[config.mk]
export PLATFORM = sky130hd
export DESIGN_NAME = ddi_device_flat
export DESIGN_NICKNAME = d
export VERILOG_FILES = /design/src/rtl/ddi_pkg.sv /design/src/rtl/ddi_link_if.sv /design/src/rtl/ddi_device.sv /design/src/flat_wrapper.sv
export SDC_FILE = /design/constraint.sdc
export NUM_CORES = 1
export LEC_CHECK = 0
export BUFFER_PORTS_ARGS = -buffer_cell sky130_fd_sc_hd__buf_2
export CORE_ASPECT_RATIO = 0.5
export CORE_MARGIN = 5
export CORE_UTILIZATION = 55
export CTS_CLUSTER_DIAMETER = 80
export DETAILED_ROUTE_END_ITERATION = 16
export PLACE_DENSITY = 0.89
export SYNTH_ARGS = -nofsm -noshare
export SYNTH_HDL_FRONTEND = slang
export SYNTH_SLANG_ARGS = --single-unit
[constraint.sdc]
create_clock -name clk_sys -period 4.1 [get_ports clk_sys]
set_input_delay 0.82 -clock clk_sys [delete_from_list [all_inputs] [get_ports clk_sys]]
set_output_delay 0.82 -clock clk_sys [all_outputs]
set_load 0.05 [all_outputs]
[src/rtl/ddi_pkg.sv]
// Constants, codes and timing counts shared by the injection device end and the debugger end.
// Assumes both ends run on the one system clock clk_sys at 200 MHz.
// Function
// - Mode 00 enters injection after burst preempt
// - Debugger enters injection only from halt/step
// - Injection forces debug status view, register untouched
// - Visible state frozen while injecting
// - Only data/coprocessor exceptions taken, not option 110
// - Status outputs show 010 while injecting
// - Hold register follows instruction bus each cycle
// - Leave injection two cycles later, 10/01 only
// - Exit to step marks valid; halt discards
// - Injected instruction reruns every step
// - Option 110 access completes at next step
// - No conditional jumps, multiples or returns injected
// - Separate injected loads and stores by another
// - Injected code leaves counters, channel, ALU status
// - Injected code may reach protected state
// - Normal data access completes before step ends
// - Resume by stepping return, then 10, 11
// - Wait for 010, load, then select step
// - Step 01-11-01, hold load data until done
// - Test input floats all outputs but error
// - Test mode needs an external clock
// - 01 to 11 advances one stage, back to step
// - Mode 10 halts after data access completes
package ddi_pkg;
   localparam int INSTR_W = 32;
   localparam int DATA_W = 32;
   localparam int MODE_W = 2;
   localparam int STAT_W = 3;
   localparam int OPT_W = 3;
   localparam logic [MODE_W-1:0] MODE_INJECT = 2'h0;
   localparam logic [MODE_W-1:0] MODE_STEP = 2'h1;
   localparam logic [MODE_W-1:0] MODE_HALT = 2'h2;
   localparam logic [MODE_W-1:0] MODE_NORMAL = 2'h3;
   localparam logic [STAT_W-1:0] STAT_HALTSTEP = 3'h0;
   localparam logic [STAT_W-1:0] STAT_HOLD = 3'h1;
   localparam logic [STAT_W-1:0] STAT_INJECT = 3'h2;
   localparam logic [STAT_W-1:0] STAT_EXEC = 3'h3;
   localparam logic [STAT_W-1:0] STAT_STEPLAST = 3'h4;
   localparam int STAT_LAST_BIT = 2;
   localparam logic [OPT_W-1:0] OPT_DEBUGGER = 3'h6;
   localparam logic [INSTR_W-1:0] INSTR_RESET = 32'h0000_0000;
   localparam logic [DATA_W-1:0] DATA_RESET = 32'h0000_0000;
   // Debugger register map (byte addresses) and fields
   localparam int APB_AW = 4;
   localparam logic [APB_AW-1:0] ADDR_CTRL = 4'h0;
   localparam logic [APB_AW-1:0] ADDR_INSTR = 4'h4;
   localparam logic [APB_AW-1:0] ADDR_LDATA = 4'h8;
   localparam logic [APB_AW-1:0] ADDR_STATUS = 4'hc;
   localparam int CTRL_CMD_LSB = 0;
   localparam int CTRL_CMD_W = 2;
   localparam int CTRL_TEST_BIT = 4;
   localparam int CTRL_LDRV_BIT = 5;
   localparam logic [CTRL_CMD_W-1:0] CMD_NONE = 2'h0;
   localparam logic [CTRL_CMD_W-1:0] CMD_HALT = 2'h1;
   localparam logic [CTRL_CMD_W-1:0] CMD_INJECT_STEP = 2'h2;
   localparam logic [CTRL_CMD_W-1:0] CMD_RESUME = 2'h3;
   localparam int STATUS_BUSY_BIT = 0;
   localparam int STATUS_HALTED_BIT = 1;
   localparam int STATUS_REFUSED_BIT = 2;
   localparam int STATUS_STAT_LSB = 4;
   // Hold time of an instruction on the bus before step is selected
   localparam int LOAD_TIME_NS = 15;
   localparam int CLK_PERIOD_NS = 5;
   localparam int LOAD_CYC = (LOAD_TIME_NS + CLK_PERIOD_NS - 1) / CLK_PERIOD_NS;
   localparam int LOAD_CNT_W = 3;
endpackage : ddi_pkg

[src/rtl/ddi_link_if.sv]
// Pin-level link between the injection device end and the debugger end.
// Assumes the testbench drives dataRdy and dataErr as the external memory system.
interface ddi_link_if;
   import ddi_pkg::*;
   logic [MODE_W-1:0] modeCtl;
   logic [INSTR_W-1:0] instrBus;
   logic instrOe;
   logic [DATA_W-1:0] hostData;
   logic hostDataOe;
   logic dataRdy;
   logic dataErr;
   logic [STAT_W-1:0] stat;
   logic statOe;
   logic master_slave_error_output;
   logic testActN;
   modport dev (
      input modeCtl,
      input instrBus,
      input instrOe,
      input dataRdy,
      input dataErr,
      input testActN,
      output stat,
      output statOe,
      output master_slave_error_output
   );
   modport dbg (
      output modeCtl,
      output instrBus,
      output instrOe,
      output hostData,
      output hostDataOe,
      output testActN,
      input stat,
      input statOe
   );
endinterface : ddi_link_if

[src/rtl/ddi_device.sv]
// Instruction-injection mode logic of the processor: mode decode, hold register, step sequencing.
// Assumes the core reports bursts, data accesses and exceptions on the user side on clk_sys.
module ddi_device
   import ddi_pkg::*;
#(
   parameter int IW = INSTR_W
) (
   input wire logic clk_sys,
   input wire logic nrst,
   input wire logic ce,
   ddi_link_if.dev link,
   input wire logic burstEstablished,
   input wire logic dataAccessBusy,
   input wire logic accessStart,
   input wire logic [OPT_W-1:0] accessOpt,
   input wire logic excDataAccess,
   input wire logic excCoproc,
   input wire logic excOther,
   input wire logic msErrIn,
   output logic [IW-1:0] irOut,
   output logic irValid,
   output logic pipeAdvance,
   output logic burstPreempt,
   output logic debugPsrForce,
   output logic stateFreeze,
   output logic specialInhibit,
   output logic privOverride,
   output logic excTake,
   output logic optAccessDone
);
   typedef enum {S_EXEC, S_HALT, S_STEP, S_RUN, S_LAST, S_INJECT} ddi_dev_state_t;

   function automatic logic [STAT_W-1:0] statFor(input ddi_dev_state_t s);
      logic [STAT_W-1:0] v;
      v = STAT_HALTSTEP;
      unique case (s)
         S_EXEC: v = STAT_EXEC;
         S_HALT, S_STEP: v = STAT_HALTSTEP;
         S_RUN: v = STAT_HOLD;
         S_LAST: v = STAT_STEPLAST;
         S_INJECT: v = STAT_INJECT;
      endcase
      return v;
   endfunction : statFor

   // Mode, data response synchronisers
   logic [MODE_W-1:0] modeS1_reg, modeS2_reg, modePrev_reg;
   logic rdyS1_reg, rdyS2_reg, errS1_reg, errS2_reg;

   always_ff @(posedge clk_sys or negedge nrst) begin
      if (!nrst) begin
         modeS1_reg <= MODE_HALT;
         modeS2_reg <= MODE_HALT;
         modePrev_reg <= MODE_HALT;
         rdyS1_reg <= 1'b0;
         rdyS2_reg <= 1'b0;
         errS1_reg <= 1'b0;
         errS2_reg <= 1'b0;
      end else if (ce) begin
         modeS1_reg <= link.modeCtl;
         modeS2_reg <= modeS1_reg;
         modePrev_reg <= modeS2_reg;
         rdyS1_reg <= link.dataRdy;
         rdyS2_reg <= rdyS1_reg;
         errS1_reg <= link.dataErr;
         errS2_reg <= errS1_reg;
      end
   end

   ddi_dev_state_t st_reg, st_next;
   logic [IW-1:0] ir_reg, ir_next;
   logic irv_reg, irv_next;
   logic adv_reg, adv_next;
   logic pre_reg, pre_next;
   logic psr_reg, psr_next;
   logic wait_reg, wait_next;
   logic optPend_reg, optPend_next;
   logic optDone_reg, optDone_next;
   logic exc_reg, exc_next;
   logic [STAT_W-1:0] stat_reg, stat_next;
   logic master_slave_error_output_reg;
   logic normalAcc, runDone, enterInject;

   always_comb begin
      st_next = st_reg;
      ir_next = ir_reg;
      irv_next = irv_reg;
      adv_next = 1'b0;
      pre_next = 1'b0;
      psr_next = psr_reg;
      wait_next = wait_reg;
      optPend_next = optPend_reg;
      optDone_next = 1'b0;
      normalAcc = accessStart && (accessOpt != OPT_DEBUGGER);
      runDone = (!normalAcc && !wait_reg) || rdyS2_reg || errS2_reg;
      enterInject = (modeS2_reg == MODE_INJECT);
      // Exceptions: in debug view only data access and coprocessor, never for option 110
      if (psr_reg) begin
         exc_next = (excDataAccess || excCoproc || (st_reg == S_RUN && wait_reg && errS2_reg))
            && (accessOpt != OPT_DEBUGGER);
      end else begin
         exc_next = excDataAccess || excCoproc || excOther || (st_reg == S_RUN && wait_reg && errS2_reg);
      end
      unique case (st_reg)
         S_EXEC: begin
            if (modeS2_reg == MODE_HALT && !dataAccessBusy) begin
               st_next = S_HALT;
            end else if (modeS2_reg == MODE_STEP && !dataAccessBusy) begin
               st_next = S_STEP;
            end
         end
         S_HALT: begin
            if (enterInject) begin
               pre_next = burstEstablished;
               psr_next = 1'b1;
               st_next = S_INJECT;
            end else if (modeS2_reg == MODE_NORMAL) begin
               psr_next = 1'b0;
               irv_next = 1'b0;
               st_next = S_EXEC;
            end
         end
         S_STEP: begin
            if (enterInject) begin
               pre_next = burstEstablished;
               psr_next = 1'b1;
               st_next = S_INJECT;
            end else if (modeS2_reg == MODE_NORMAL && modePrev_reg == MODE_STEP) begin
               adv_next = 1'b1;
               optDone_next = optPend_reg;
               optPend_next = 1'b0;
               st_next = S_RUN;
            end else if (modeS2_reg == MODE_HALT) begin
               st_next = S_HALT;
            end
         end
         S_RUN: begin
            if (accessStart && accessOpt == OPT_DEBUGGER) begin
               optPend_next = 1'b1;
            end
            if (runDone) begin
               wait_next = 1'b0;
               st_next = S_LAST;
            end else begin
               wait_next = 1'b1;
            end
         end
         S_LAST: begin
            st_next = S_STEP;
         end
         S_INJECT: begin
            ir_next = link.instrBus;
            if (modeS2_reg == MODE_STEP) begin
               irv_next = 1'b1;
               st_next = S_STEP;
            end else if (modeS2_reg == MODE_HALT) begin
               irv_next = 1'b0;
               st_next = S_HALT;
            end
         end
      endcase
      stat_next = statFor(st_next);
   end

   always_ff @(posedge clk_sys or negedge nrst) begin
      if (!nrst) begin
         st_reg <= S_HALT;
         ir_reg <= INSTR_RESET;
         irv_reg <= 1'b0;
         adv_reg <= 1'b0;
         pre_reg <= 1'b0;
         psr_reg <= 1'b0;
         wait_reg <= 1'b0;
         optPend_reg <= 1'b0;
         optDone_reg <= 1'b0;
         exc_reg <= 1'b0;
         stat_reg <= STAT_HALTSTEP;
         master_slave_error_output_reg <= 1'b0;
      end else if (ce) begin
         st_reg <= st_next;
         ir_reg <= ir_next;
         irv_reg <= irv_next;
         adv_reg <= adv_next;
         pre_reg <= pre_next;
         psr_reg <= psr_next;
         wait_reg <= wait_next;
         optPend_reg <= optPend_next;
         optDone_reg <= optDone_next;
         exc_reg <= exc_next;
         stat_reg <= stat_next;
         master_slave_error_output_reg <= msErrIn;
      end
   end

   logic freeze_reg;

   always_ff @(posedge clk_sys or negedge nrst) begin
      if (!nrst) begin
         freeze_reg <= 1'b0;
      end else if (ce) begin
         freeze_reg <= (st_next == S_INJECT);
      end
   end

   assign irOut = ir_reg;
   assign irValid = irv_reg;
   assign pipeAdvance = adv_reg;
   assign burstPreempt = pre_reg;
   assign debugPsrForce = psr_reg;
   assign stateFreeze = freeze_reg;
   assign specialInhibit = psr_reg;
   assign privOverride = psr_reg;
   assign excTake = exc_reg;
   assign optAccessDone = optDone_reg;
   assign link.stat = stat_reg;
   // Test input floats outputs without a clock; the error output stays driven
   assign link.statOe = link.testActN;
   assign link.master_slave_error_output = master_slave_error_output_reg;
endmodule : ddi_device

[src/flat_wrapper.sv]
// flat-port wrapper written by rule: the top's interface ports become plain ports
module ddi_device_flat import ddi_pkg::*;
#(
   parameter int IW = INSTR_W
)
  (clk_sys, nrst, ce, burstEstablished, dataAccessBusy, accessStart, accessOpt, excDataAccess, excCoproc, excOther, msErrIn, irOut, irValid, pipeAdvance, burstPreempt, debugPsrForce, stateFreeze, specialInhibit, privOverride, excTake, optAccessDone, link_modeCtl, link_instrBus, link_instrOe, link_dataRdy, link_dataErr, link_testActN, link_stat, link_statOe, link_master_slave_error_output);
  ddi_link_if link_i ();
  input wire logic clk_sys;
  input wire logic nrst;
  input wire logic ce;
  input wire logic burstEstablished;
  input wire logic dataAccessBusy;
  input wire logic accessStart;
  input wire logic [OPT_W-1:0] accessOpt;
  input wire logic excDataAccess;
  input wire logic excCoproc;
  input wire logic excOther;
  input wire logic msErrIn;
  output logic [IW-1:0] irOut;
  output logic irValid;
  output logic pipeAdvance;
  output logic burstPreempt;
  output logic debugPsrForce;
  output logic stateFreeze;
  output logic specialInhibit;
  output logic privOverride;
  output logic excTake;
  output logic optAccessDone;
  input wire logic [$bits(link_i.modeCtl)-1:0] link_modeCtl;
  input wire logic [$bits(link_i.instrBus)-1:0] link_instrBus;
  input wire logic [$bits(link_i.instrOe)-1:0] link_instrOe;
  input wire logic [$bits(link_i.dataRdy)-1:0] link_dataRdy;
  input wire logic [$bits(link_i.dataErr)-1:0] link_dataErr;
  input wire logic [$bits(link_i.testActN)-1:0] link_testActN;
  output wire logic [$bits(link_i.stat)-1:0] link_stat;
  output wire logic [$bits(link_i.statOe)-1:0] link_statOe;
  output wire logic [$bits(link_i.master_slave_error_output)-1:0] link_master_slave_error_output;
  assign link_i.modeCtl = link_modeCtl;
  assign link_i.instrBus = link_instrBus;
  assign link_i.instrOe = link_instrOe;
  assign link_i.dataRdy = link_dataRdy;
  assign link_i.dataErr = link_dataErr;
  assign link_i.testActN = link_testActN;
  assign link_stat = link_i.stat;
  assign link_statOe = link_i.statOe;
  assign link_master_slave_error_output = link_i.master_slave_error_output;
  ddi_device #(.IW(IW)) u_core (.clk_sys(clk_sys), .nrst(nrst), .ce(ce), .link(link_i), .burstEstablished(burstEstablished), .dataAccessBusy(dataAccessBusy), .accessStart(accessStart), .accessOpt(accessOpt), .excDataAccess(excDataAccess), .excCoproc(excCoproc), .excOther(excOther), .msErrIn(msErrIn), .irOut(irOut), .irValid(irValid), .pipeAdvance(pipeAdvance), .burstPreempt(burstPreempt), .debugPsrForce(debugPsrForce), .stateFreeze(stateFreeze), .specialInhibit(specialInhibit), .privOverride(privOverride), .excTake(excTake), .optAccessDone(optAccessDone));
endmodule
Yosys cells after proc, flatten, opt, wreduce, memory -nomap -nowiden
Cells that the tools add are included.
{"block": "word_totals", "reg_bits": 87, "latchBits": 0, "ramBits": 0, "romBits": 0, "in_bits": 51, "output_inout_bits": 46, "wordCells": 110, "memories": 0}
{"block": "op_classes", "add_sub_neg": 0, "multipliers": 0, "div": 0, "magnitude_cmp": 0, "eq_ne": 26, "shifts": 0, "muxes": 33, "n_bitwise": 0, "reduce_logical": 31}
{"operator": "32-bit two-way mux", "n": 9}
{"operator": "32-bit case mux with 6 select lines", "n": 1}
{"operator": "32-bit by 3-bit == test with 1-bit output (second input constant)", "n": 5}
{"operator": "32-bit by 2-bit == test with 1-bit output (second input constant)", "n": 4}
{"operator": "32-bit by 1-bit == test with 1-bit output (second input constant)", "n": 2}
{"operator": "32-bit zero test", "n": 2}
{"operator": "32-bit by 4-bit == test with 1-bit output (second input constant)", "n": 1}
{"operator": "1-bit two-way mux", "n": 19}
{"operator": "3-bit case mux with 5 select lines", "n": 1}
{"operator": "5-bit AND reduction", "n": 2}
{"operator": "1-bit logical AND", "n": 9}
{"operator": "2-bit by 1-bit != test with 1-bit output (second input constant)", "n": 4}
{"operator": "1-bit logical OR", "n": 6}
{"operator": "3-bit by 1-bit != test with 1-bit output (second input constant)", "n": 2}
{"operator": "1-bit case mux with 2 select lines", "n": 3}
{"operator": "2-bit nonzero test", "n": 3}
{"operator": "2-bit by 1-bit == test with 1-bit output (second input constant)", "n": 2}
{"operator": "2-bit == test (second input constant)", "n": 2}
{"operator": "2-bit != test (second input constant)", "n": 2}
{"operator": "2-bit AND reduction", "n": 2}
{"operator": "4-bit AND reduction", "n": 1}
{"operator": "2-bit OR reduction", "n": 2}
{"operator": "3-bit == test (second input constant)", "n": 1}
{"operator": "1-bit zero test", "n": 3}
{"operator": "other kinds (2)", "n": 2}

Logic depth before layout (Yosys ltp)
{"block": "depth", "ltp_word": 11, "depth_mapped": 7, "mapped_depth_nobuf": 6}

Worst setup path before layout
Ideal clock, no wire load.
{"block": "synth_path", "path_type": "input to register", "startpoint": "input accessOpt[2]", "endpoint": "register u_core.stat_reg[0], in the netlist u_core.link.stat[0]", "setup_time_ns": 0.084, "arrival_ns": 2.349, "required_time_ns": 4.016, "setup_slack_ns": 1.667, "cell_stages": 6, "n_path_buf": 0, "cell_sequence": "nor4bb_1 or4_1 a211oi_1 o32ai_1 or3_1 a41oi_2"}
{"block": "synth_between", "elab_chain_cells": 11, "elab_cells_between_ends": 16, "cone_classes": "eq/ne: 6; mux: 3; reduce/logical: 7"}
{"element": "from (decl)", "line": "flat_wrapper.sv:14", "text": "input wire logic [OPT_W-1:0] accessOpt;"}
{"element": "3-bit != test *", "line": "ddi_device.sv:94", "text": "normalAcc = accessStart && (accessOpt != OPT_DEBUGGER);"}
{"element": "1-bit logical AND *", "line": "ddi_device.sv:94"}
{"element": "1-bit zero test *", "line": "ddi_device.sv:95", "text": "runDone = (!normalAcc && !wait_reg) || rdyS2_reg || errS2_reg;"}
{"element": "1-bit logical AND *", "line": "ddi_device.sv:95"}
{"element": "1-bit logical OR * (2 in series)", "line": "ddi_device.sv:95"}
{"element": "32-bit two-way mux *", "line": "ddi_device.sv:141", "text": "if (runDone) begin"}
{"element": "32-bit case mux with 6 select lines *", "line": "ddi_device.sv:104", "text": "unique case (st_reg)"}
{"element": "32-bit by 1-bit == test with 1-bit output / 32-bit by 2-bit == test with 1-bit output (equally long branches)", "line": "ddi_device.sv:36", "text": "unique case (s)"}
{"element": "2-bit OR reduction", "line": "ddi_device.sv:36"}
{"element": "3-bit case mux with 5 select lines *", "line": "ddi_device.sv:36"}
{"element": "to (signal assigned)", "line": "ddi_device.sv:190", "text": "stat_reg <= stat_next;"}
{"element": "to (decl)", "line": "ddi_device.sv:80", "text": "logic [STAT_W-1:0] stat_reg, stat_next;"}
Every way passes the cells marked *; elsewhere a longest branch is shown, timed or not.
A chain may end at the register's enable or synchronous reset.

Final worst setup path
{"block": "layout_path", "startpoint": "register u_core.st_reg[22]", "endpoint": "register u_core.ir_reg[27], in the netlist u_core.irOut[27]"}
{"block": "layout_between", "elab_chain_cells": 2}
{"element": "from (decl)", "line": "ddi_device.sv:70", "text": "ddi_dev_state_t st_reg, st_next;"}
{"element": "from (signal assigned)", "line": "ddi_device.sv:180", "text": "st_reg <= st_next;"}
{"element": "32-bit by 3-bit == test with 1-bit output", "line": "ddi_device.sv:104"}
{"element": "2-bit AND reduction (no source line)"}
{"element": "to (signal assigned)", "line": "ddi_device.sv:181", "text": "ir_reg <= ir_next;"}
{"element": "to (decl)", "line": "ddi_device.sv:71", "text": "logic [IW-1:0] ir_reg, ir_next;"}
No other way between the ends.

==> impl_results.md <==
- Total number of yosys warnings: 0
- Reg2reg end: u_core.irOut[27]$_DFFE_PN0P_
- Worst setup EP type: flip-flop
- Post-layout util: 0.6862
- Core region area: 0.006595 mm^2
- Data required time of the worst path: 4.31 ns
- Setup tns final: 0 ns
- Routed len/inst: 16.22 um
- Hold Fails Final Rpt: 0
- Worst R2R Start: u_core.st_reg[22]$_DFFE_PN0P_
- Leakage: 2.230 nW
- R2R depth: 7
- CTS clk-pin slew, worst paths: 0.06 ns
- Max Clock Freq: 0.3943 GHz
- Worst Setup EP: u_core.irOut[27]$_DFFE_PN0P_
- Area growth, synth to finish: 22.49%
- TritonRoute pass-1 iters: 4
- Arrival time of the worst setup path: 2.74 ns
- Post-Syn Nets: 339
- CTS max path bufs: 2
- CP Class: reg -> reg
- ANT cells: 0
- Cts hold-fix bufs: 0
- GRT Util Overall: 0.1900
- Switching pwr: 1.440 mW
- Post-CTS setup buffers: 0
- CTS tree: done
- Post-route minimum period: 2.536 ns
- Number of synthesized flops with an enable pin: 0
- Overflow after GRT: 0
- Hold/Removal Path Class: reg -> reg
- Setup crit start kind: flip-flop
- Final Slew Violations: 0
- Share of cells above drive strength 1: 0.4319
- DIE AREA: 0.008556 mm^2
- Top cells by area, synth: dfrtp_1 (56%), mux2_2 (12%), nor2b_1 (5.1%)
- Sequential area share after synthesis: 0.5906
- Clock root buffer: clkbuf_16
- DR iter-0 viols: 217
- GP Congestion: 0.8216
- Total number of vias: 2572
- Sw frac: 0.4172
- RSZ-0062 raised after global routing: false
- CP max FO: 32
- Outcome: complete, no violations
- Initial antenna violation count: 0
- Via density: 5.426
- Pin count of the biggest net entering global routing: 88
- Non-Filler Cell Area, Final: 0.004526 mm^2
- Clock skew: 0.006476 ns
- FF+latch count, synth: 87
- # rows: 21
- H-tree depth: 3
- Worst hold margin: 0.4879 ns
- Clock buffer count from CTS: 9
- Primary FF master, synth: dfrtp_1
- Worst-Margin Slew: 1.071 ns
- Routed WL: 7.687 mm
- Synth cell types: 51
- Worst IR Drop VDD: 513.9 uV
- Final setup vio count: 0
- Internal: 2.011 mW
- R2R Setup Slk: 1.56 ns
- Power Density: 762.4 mW/mm^2
- First-pass GRT wire length: 12.87 mm
- Placed Area: 0.004210 mm^2
- Commonest cells after routing, fill and taps aside: buf_2 (92), dfrtp_1 (83), mux2_2 (41), nor2b_1 (30)
- Final antenna-violating net count: 0
- Clk pwr share: 0.248
- Mean Syn Cell Area: 12.83 um^2
- Layout Nets: 428
- Die W: 125.9 um
- Die Ht: 67.96 um
- Worst hold stages: 1
- Detailed Place HPWL: 5.516 mm
- Commonest non-fill, non-tap cell in the layout: buf_2
- Critical path origin: u_core.st_reg[22]$_DFFE_PN0P_
- Syn Inst Count: 288
- Flop pwr share: 0.354
- CTS Sinks: 87
- Vias in the first global route: 2713
- Netlist Area Pre-Place: 0.003695 mm^2
- Worst skew pair latency: 0.33 ns
- Top-area cell type share of the netlist area: 0.5621
- Post-cts resize count: 0
- I/O Buffers: 93
- Max-slew headroom: 0.2862
- MaxCap Viol Count: 0
- # DRC: 0
- Final Cycle Share: 0.6186
- I/O pins: 97
- Yosys top cell by area: dfrtp_1
- Starting density of the core: 0.5602
- Combinational Power Share: 0.398
- FFs w/ async S/R, synth: 1.000
[final cells by class]
class	count	area, um^2
Clock buffer	11	232.7
Clock inverter	5	82.58
Fill cell	477	2069
Inverter	6	22.52
Multi-Input combinational cell	178	1408
Sequential cell	87	2182
Tap cell	92	115.1
Timing Repair Buffer	95	483.0
[power by group through the flow]
stage	Clock (mW)	Sequential (mW)	Combinational, mW
after CTS	0.871	1.22	1.39
after global placement	0	1.21	1.34
after floorplan	0	1.81	0.479
after detailed placement	0	1.23	1.38
after global routing	0.915	1.25	1.45
final	0.855	1.22	1.37
[cell families after synthesis]
logic type                synth area share
DFF                                 0.5906
and+or+nand+nor                     0.1697
muxes                               0.1422
AOI/OAI and AO/OA                  0.06197
xor gates and xnor gates          0.007113
buffers and inverters              0.02844
[synthesized netlist by cell type (2+ instances only)]
master	number
a2111oi_0	2
a211oi_1	2
a21oi_1	3
a31oi_1	2
a32o_1	2
and3_1	2
buf_2	5
buf_4	3
clkbuf_1	7
dfrtp_1	83
dfstp_2	4
inv_1	6
mux2_1	3
mux2_2	41
mux2i_1	3
nand2_1	10
nand2b_1	3
nand3_1	5
nor2_1	12
nor2b_1	30
nor3_1	4
nor4_1	8
nor4_2	3
nor4bb_1	2
o21ai_0	12
o2bb2ai_1	2
or2_2	2
or4_1	2
or4bb_1	2
xnor2_1	2
[per-layer routing]
metal,share of wire,vias up,wire length (um),track usage
met5,0,-,0,0
met4,0.0062,0,48,0.05214
met3,0.059,4,451,0.06157
met2,0.54,76,4142,0.3413
met1,0.40,1290,3045,0.2262
li1,-,1202,-,-
[metrics by stage]
stage / setup slack (ns) / std cells / power, mW
2_1_floorplan: 1.667 / 288 / 2.291
3_3_place_gp: 1.375 / 458 / 2.556
3_5_place_dp: 1.351 / 458 / 2.617
4_1_cts: 1.555 / 474 / 3.480
5_1_grt: 1.427 / 474 / 3.617
6_report: 1.564 / 474 / 3.451
[how the worst min path moves through the flow]
stage / startpoint / end / slack [ns]
global route: u_core.irOut[23]$_DFFE_PN0P_ / u_core.irOut[23]$_DFFE_PN0P_ / 0.52
detailed placement: u_core.burstPreempt$_DFFE_PN0P_ / u_core.burstPreempt$_DFFE_PN0P_ / 0.48
finish: u_core.burstPreempt$_DFFE_PN0P_ / u_core.burstPreempt$_DFFE_PN0P_ / 0.49
global placement: u_core.excTake$_DFFE_PN0P_ / u_core.excTake$_DFFE_PN0P_ / 0.46
floorplan: u_core.st_reg[14]$_DFFE_PN0P_ / u_core.st_reg[14]$_DFFE_PN0P_ / 0.46
CTS: u_core.burstPreempt$_DFFE_PN0P_ / u_core.burstPreempt$_DFFE_PN0P_ / 0.49
[worst max-delay path, stage by stage (launching register included)]
cell,delay (ns)
dfrtp_1,0.38
nor4_2,0.34
nand4_2,0.26
nor2_1,0.45
and3_1,0.27
nand2_1,0.07
buf_4,0.27
mux2_1,0.36
Note: power is estimated with default switching activity, not from simulation.
